<file path="src/logic/ipi_cfg.svh">
// Constants for the interrupt pin interface
`ifndef IPI_CFG_SVH
`define IPI_CFG_SVH
`define IPI_NUM_W 4
`define IPI_EXT_LINES 4
`define IPI_NMI_NUM 4'h1
`define IPI_EXT4_NUM 4'h4
`define IPI_ACK_CYCLES 1
`endif

</file>
<file path="src/logic/ipi_pkg.sv">
// Types for the interrupt pin interface
package ipi_pkg;
    typedef logic [3:0] ipi_num_t;
    typedef enum logic [1:0] {
        IPI_IDLE = 2'b01,
        IPI_ACK = 2'b10
    } ipi_state_t;
endpackage

</file>
<file path="src/logic/ipi_core.sv">
// Interrupt pin edge detection, pending latch and acknowledge with number
`timescale 1ns/10ps
`include "ipi_cfg.svh"

module ipi_core (
    input wire logic i_sys_clk,
    input wire logic i_arst_n,
    input wire logic i_nmi,
    input wire logic i_external_irq_line_4,
    input wire logic i_external_irq_line_5,
    input wire logic i_external_irq_line_6,
    input wire logic i_external_irq_line_7,
    input wire logic i_service_start,
    input wire ipi_pkg::ipi_num_t i_service_num,
    output logic [4:0] o_pending,
    output logic o_irq_acknowledge_out,
    output ipi_pkg::ipi_num_t o_serviced_irq_number
);
    import ipi_pkg::*;

    logic rst_s1_reg;
    logic rst_n_reg;
    logic [4:0] pins;
    logic [4:0] sync1_reg;
    logic [4:0] sync2_reg;
    logic [4:0] prev_reg;
    logic [4:0] rise;
    logic [4:0] clr;
    ipi_state_t state_reg;

    // Pending bit cleared by a service at a given table position
    function automatic logic [4:0] ipi_line_of(input ipi_num_t num);
        logic [4:0] m;
        m = 5'h00;
        if (num == `IPI_NMI_NUM) begin
            m[0] = 1'b1;
        end
        for (int k = 0; k < `IPI_EXT_LINES; k++) begin
            if (num == `IPI_EXT4_NUM + 4'(k)) begin
                m[k + 1] = 1'b1;
            end
        end
        return m;
    endfunction

    // Reset takes effect at once and is released two edges later
    always_ff @(posedge i_sys_clk or negedge i_arst_n) begin
        if (!i_arst_n) begin
            rst_s1_reg <= 1'b0;
            rst_n_reg <= 1'b0;
        end else begin
            rst_s1_reg <= 1'b1;
            rst_n_reg <= rst_s1_reg;
        end
    end

    // Two flops per pin, then a third holding the last level for edges
    assign pins = {i_external_irq_line_7, i_external_irq_line_6,
                   i_external_irq_line_5, i_external_irq_line_4, i_nmi};

    always_ff @(posedge i_sys_clk or negedge rst_n_reg) begin
        if (!rst_n_reg) begin
            sync1_reg <= 5'h00;
            sync2_reg <= 5'h00;
            prev_reg <= 5'h00;
        end else begin
            sync1_reg <= pins;
            sync2_reg <= sync1_reg;
            prev_reg <= sync2_reg;
        end
    end

    assign rise = sync2_reg & ~prev_reg;
    assign clr = i_service_start ? ipi_line_of(i_service_num) : 5'h00;

    // Set wins over clear in the same cycle
    always_ff @(posedge i_sys_clk or negedge rst_n_reg) begin
        if (!rst_n_reg) begin
            o_pending <= 5'h00;
        end else begin
            o_pending <= (o_pending & ~clr) | rise;
        end
    end

    // Acknowledge follows each service pulse by one cycle and stays
    // high while pulses come back to back
    always_ff @(posedge i_sys_clk or negedge rst_n_reg) begin
        if (!rst_n_reg) begin
            state_reg <= IPI_IDLE;
            o_irq_acknowledge_out <= 1'b0;
            o_serviced_irq_number <= 4'h0;
        end else begin
            unique case (state_reg)
                IPI_IDLE: begin
                    if (i_service_start) begin
                        state_reg <= IPI_ACK;
                        o_irq_acknowledge_out <= 1'b1;
                        o_serviced_irq_number <= i_service_num;
                    end
                end
                IPI_ACK: begin
                    if (i_service_start) begin
                        o_serviced_irq_number <= i_service_num;
                    end else begin
                        state_reg <= IPI_IDLE;
                        o_irq_acknowledge_out <= 1'b0;
                    end
                end
                default: begin
                    state_reg <= IPI_IDLE;
                    o_irq_acknowledge_out <= 1'b0;
                end
            endcase
        end
    end

    chk_rise_sets_pending: assert property (
        @(posedge i_sys_clk) disable iff (!rst_n_reg)
        (sync2_reg[0] && !prev_reg[0]) |=> o_pending[0])
        else $error("rising edge did not set pending");
    chk_no_level_retrig: assert property (
        @(posedge i_sys_clk) disable iff (!rst_n_reg)
        (!o_pending[1] && $past(sync2_reg[1]) && sync2_reg[1] && !clr[1])
        |=> !o_pending[1] || $past(rise[1]))
        else $error("pending set without edge");
    chk_ack_follows_service: assert property (
        @(posedge i_sys_clk) disable iff (!rst_n_reg)
        i_service_start |=> o_irq_acknowledge_out)
        else $error("acknowledge missing after service");
    chk_ack_number_valid: assert property (
        @(posedge i_sys_clk) disable iff (!rst_n_reg)
        i_service_start |=> o_serviced_irq_number == $past(i_service_num))
        else $error("wrong number during acknowledge");
    chk_ack_drops: assert property (
        @(posedge i_sys_clk) disable iff (!rst_n_reg)
        !i_service_start |=> !o_irq_acknowledge_out)
        else $error("acknowledge held without service");
    chk_ext_position: assert property (
        @(posedge i_sys_clk) disable iff (!rst_n_reg)
        (i_service_start && i_service_num == 4'h6 && !rise[3])
        |=> !o_pending[3])
        else $error("line 6 not cleared at position 6");
    chk_pending_cleared: assert property (
        @(posedge i_sys_clk) disable iff (!rst_n_reg)
        (clr[0] && !rise[0]) |=> !o_pending[0])
        else $error("pending not cleared on service");
    chk_set_beats_clear: assert property (
        @(posedge i_sys_clk) disable iff (!rst_n_reg)
        (clr[2] && rise[2]) |=> o_pending[2])
        else $error("edge lost during clear");

    chk_number_holds: assert property (
        @(posedge i_sys_clk) disable iff (!rst_n_reg)
        !i_service_start |=> $stable(o_serviced_irq_number))
        else $error("number changed without service");

    chk_ack_only_after: assert property (
        @(posedge i_sys_clk) disable iff (!rst_n_reg)
        o_irq_acknowledge_out |-> $past(i_service_start))
        else $error("acknowledge without service");

    // Positions outside the table acknowledge but clear nothing
    chk_unmapped_no_clear: assert property (
        @(posedge i_sys_clk) disable iff (!rst_n_reg)
        (i_service_start && i_service_num != `IPI_NMI_NUM
            && (i_service_num < `IPI_EXT4_NUM
            || i_service_num > `IPI_EXT4_NUM + 4'h3))
        |=> o_pending == ($past(o_pending) | $past(rise)))
        else $error("unmapped number cleared a line");

    // Per-line checks; each line has its own fixed table position
    for (genvar g = 0; g <= `IPI_EXT_LINES; g++) begin : g_line
        localparam ipi_num_t LINE_POS = (g == 0) ? `IPI_NMI_NUM
            : `IPI_EXT4_NUM + 4'(g - 1);
        chk_line_quiet: assert property (
            @(posedge i_sys_clk) disable iff (!rst_n_reg)
            (!o_pending[g] && !rise[g]) |=> !o_pending[g])
            else $error("pending set without rising edge");

        chk_line_set: assert property (
            @(posedge i_sys_clk) disable iff (!rst_n_reg)
            rise[g] |=> o_pending[g])
            else $error("rising edge not latched");

        chk_pin_to_pending: assert property (
            @(posedge i_sys_clk) disable iff (!rst_n_reg)
            $rose(pins[g]) |-> ##3 o_pending[g])
            else $error("pin edge not pending in time");

        chk_line_keep: assert property (
            @(posedge i_sys_clk) disable iff (!rst_n_reg)
            (o_pending[g] && !(i_service_start
            && i_service_num == LINE_POS)) |=> o_pending[g])
            else $error("pending lost without its service");

        chk_line_clear: assert property (
            @(posedge i_sys_clk) disable iff (!rst_n_reg)
            (i_service_start && i_service_num == LINE_POS && !rise[g])
            |=> !o_pending[g])
            else $error("service at its position did not clear");
    end

    cov_nmi_edge: cover property (
        @(posedge i_sys_clk) disable iff (!rst_n_reg) rise[0]);
    cov_ext_serviced: cover property (
        @(posedge i_sys_clk) disable iff (!rst_n_reg)
        o_pending[4] ##[1:20] (i_service_start && i_service_num == 4'h7));
    cov_back_to_back: cover property (
        @(posedge i_sys_clk) disable iff (!rst_n_reg)
        i_service_start [*2]);

    // Set and clear together, and a service outside the table
    cov_set_and_clear: cover property (
        @(posedge i_sys_clk) disable iff (!rst_n_reg) clr[2] && rise[2]);

    cov_unmapped_service: cover property (
        @(posedge i_sys_clk) disable iff (!rst_n_reg)
        i_service_start && i_service_num == 4'h2);
endmodule

</file>
<file path="config.mk">
export PLATFORM = sky130hd
export DESIGN_NAME = ipi_core
export DESIGN_NICKNAME = d
export VERILOG_FILES = /design/src/logic/ipi_pkg.sv /design/src/logic/ipi_core.sv
export VERILOG_INCLUDE_DIRS = /design/src /design/src/logic
export SDC_FILE = /design/constraint.sdc
export NUM_CORES = 1
export LEC_CHECK = 0
export CAP_MARGIN = 0
export CORE_MARGIN = 10
export CORE_UTILIZATION = 50
export CTS_BUF_LIST = sky130_fd_sc_hd__clkbuf_8
export CTS_CLUSTER_DIAMETER = 200
export DETAILED_ROUTE_END_ITERATION = 12
export DONT_BUFFER_PORTS = 1
export SLEW_MARGIN = 20
export SYNTH_ARGS = -nofsm -noshare
export SYNTH_HDL_FRONTEND = slang
export SYNTH_SLANG_ARGS = --single-unit
export TNS_END_PERCENT = 5
</file>
<file path="constraint.sdc">
create_clock -name i_sys_clk -period 1.77 [get_ports i_sys_clk]
set_clock_uncertainty 0.15 [all_clocks]
set_input_delay 0.177 -clock i_sys_clk [delete_from_list [all_inputs] [get_ports i_sys_clk]]
set_output_delay 0.177 -clock i_sys_clk [all_outputs]
set_load 0.05 [all_outputs]
</file>
==> impl_metrics.py <==
metrics = {
    "status": {
        "status": "complete, no violations",
    },
    "worst_setup_path": {
        "cp-startpoint": "o_irq_acknowledge_out",
        "crit_path_end_kind": "flip-flop",
        "path_cells": "inv_1 -> ha_1 -> nand2b_2 -> mux2_2",
        "r2r-start": "o_irq_acknowledge_out",
        "required_ns": 1.77,
        "slowest_stage": "dfrtp_1",
        "critical_path.startpoint_type": "flip-flop",
        "timing.critical_path.buf_inv": 1,
        "critical_path.top_delay_family": "flip-flops",
        "crit_type": "flip-flop to flip-flop",
        "critical_path_arrival_ns": 1.52,
        "slowest_delay_ns": 0.42,
        "cp_max_fo": 5,
    },
    "floorplan": {
        "die_x_um": 63.38,
        "pin_count": 22,
        "core-area_mm2": 0.001764,
        "start_util": 0.5333,
        "dieArea_mm2": 0.004017,
        "fp-row-count": 15,
        "die_h_um": 63.38,
    },
    "cells_and_area": {
        "antennaDiodeCount": 0,
        "nets": 94,
        "syn_to_final_growth_pct": 23.54,
        "drive_gt1_frac": 0.1772,
    },
    "power": {
        "switchingPower_mw": 0.5712,
        "clockPowerShare": 0.224,
        "p_total_mw": 1.676,
        "vdd.ir_drop.worst_mv": 0.9037,
        "p_leak_nw": 0.5331,
        "pwr-share-seq": 0.592,
        "power.share.switching": 0.3407,
        "combPwrFrac": 0.185,
        "p_int_mw": 1.105,
        "p_per_area_mw_per_mm2": 1442,
    },
    "logic_synthesis": {
        "synth_seq_area_share": 0.7460,
        "synthTopCellsByArea": "dfrtp_1 (72%), mux2_2 (7.2%), inv_1 (3.2%)",
        "netlist_instances": 61,
        "synth_adder_area_share": 0.02660,
        "synth_area_per_cell_um2": 15.42,
        "synth-simple-area-share": 0.04521,
        "synth_cell_type_count": 16,
        "synth_nets": 75,
        "synth-compound-area-share": 0.07447,
        "synth_top_family_by_area": "compound AO/OA/AOI/OAI gates",
        "synth_top_area_share": 0.7181,
        "synth_top_area_cell": "dfrtp_1",
        "synth-xor-area-share": 0,
        "ys_warn_count": 0,
        "ys_seq_elements": 28,
        "synth_mux_area_frac": 0.07181,
        "syn-cell-area_um2": 940.9,
    },
    "flow_run": {
        "maxCapViolCount": 0,
    },
    "route": {
        "wl_per_cell_um": 14.88,
        "postRouteAntennaNets": 0,
        "drtPass1Iterations": 4,
        "drc": 0,
        "dr_total_vias": 505,
        "drt_iter0_markers": 7,
        "wl_mm": 1.548,
        "via_per_inst": 4.856,
    },
    "cts": {
        "worstSkewPairLatency_ns": 0.26,
        "clk_pin_slew_worst_paths_ns": 0.09,
        "cts_sinks": 28,
        "cts_buffer_depth": 2,
        "cts_hold_buf": 12,
        "cts_made_buffers": 3,
        "postCtsSetupBuffers": 0,
        "cts-root-buf": "clkbuf_8",
        "tritoncts": "done",
        "htree_levels": 1,
        "post_cts_resized": 0,
    },
    "sta": {
        "final_max_slew_viol_count": 0,
        "setup_tns_ns": 0,
        "rsz0062_at_grt": "false",
        "whs_ns": 0.03713,
        "period_share": 0.8555,
        "fmax_ghz": 0.6604,
        "fin_crit_ns": 1.514,
        "hold_viol": 0,
        "setup_violations": 0,
    },
    "global_routing": {
        "use_met1": 0.08097,
        "met2_usage": 0.1394,
        "grt_pass1_wl_mm": 2.601,
        "grtUsageTotal": 0.08179,
        "grt_overflow": 0,
        "grt_max_degree": 27,
        "use_met3": 0.03357,
        "grt_pass1_vias": 554,
        "top_usage_layer": "met2",
        "antenna_found_initial": 0,
    },
    "worst_hold_path": {
        "hp-start": "i_service_start",
        "hp-class": "primary input to flip-flop",
    },
    "place": {
        "io_buffers": 0,
        "gp_congestion": 0.7080,
        "place_hpwl_mm": 1.076,
    },
}
-- path summary, 6_finish.rpt --
path / end / slack, ns / cells past startpoint
min in group asynchronous: sync1_reg[0] / 0.08 / 1
setup reg to reg: o_serviced_irq_number[1] / 0.26 / 4
setup / recovery: o_serviced_irq_number[1] / 0.26 / 4
hold reg to reg: sync1_reg[0] / 0.08 / 1
hold / removal: o_serviced_irq_number[0] / 0.04 / 2
max in group asynchronous: rst_n_reg / 0.84 / 2
-- synthesized netlist by cell type (all sizes together) --
| cell | instances |
|---|---|
| o221ai | 1 |
| a22o | 3 |
| dfstp | 1 |
| mux2 | 6 |
| a22oi | 1 |
| inv | 8 |
| o21ai | 4 |
| nand3b | 1 |
| ha | 2 |
| conb | 1 |
| o31ai | 1 |
| and4bb | 1 |
| nand2b | 2 |
| dfrtp | 27 |
| nand2 | 2 |
-- layer usage --
layer  vias to the layer above  wire [um]
li1                        242          -
met1                       246        648
met2                        15        744
met3                         2        132
met4                         0         23
met5                         -          0
-- power by group through the flow --
stage               logic, mW  clock network, mW  registers [mW]
floorplan               0.194                  0            1.03
global placement        0.283                  0            1.01
detailed placement      0.289                  0            1.01
CTS                     0.315              0.387           0.997
global route            0.349              0.412            1.01
finish                  0.309              0.375           0.992
-- kinds of logic (layout without fill, tap and decap cells) --
| family | count (synthesis) | after routing |
|---|---|---|
| DFF | 28 | 28 |
| muxes | 6 | 6 |
| and+or+nand+nor | 6 | 6 |
| other | 1 | 1 |
| adders and majority gates | 2 | 2 |
| buffers and inverters | 8 | 26 |
| AOI/OAI and AO/OA | 10 | 10 |
-- area by class of cell --
type                    instances  area (um2)
well taps                      25       31.28
fillers                       145       601.8
multi-input cells              25       209.0
flip-flops and latches         28       701.9
clock buffers                   4       55.05
repair buffers                 14       135.1
inverters                       8       30.03
-- cells in the final DEF, fill, tap and decap left out --
cell           count
buf_4              2
nand3b_1           1
and4bb_1           1
nand2b_2           1
conb_1             1
inv_1              8
dlygate4sd3_1     12
a22oi_1            1
dfrtp_1           27
nand2b_1           1
o21ai_0            4
mux2_2             6
o31ai_1            1
o221ai_1           1
ha_1               2
nand2_1            2
a22o_1             3
dfstp_2            1
clkbuf_8           4
-- per-stage QoR --
step | setup slack [ns] | cell area [um2] | util | instances
2_1_floorplan | 0.006320 | 940.9 | - | 61
3_3_place_gp | 0.2912 | 987.2 | 0.5596 | 88
3_5_place_dp | 0.2638 | 987.2 | 0.5596 | 88
4_1_cts | 0.2525 | 1162 | 0.6589 | 104
5_1_grt | 0.1743 | 1162 | 0.6589 | 104
6_report | 0.2558 | 1162 | 0.6589 | 104
(Power assumes the default switching activity.)
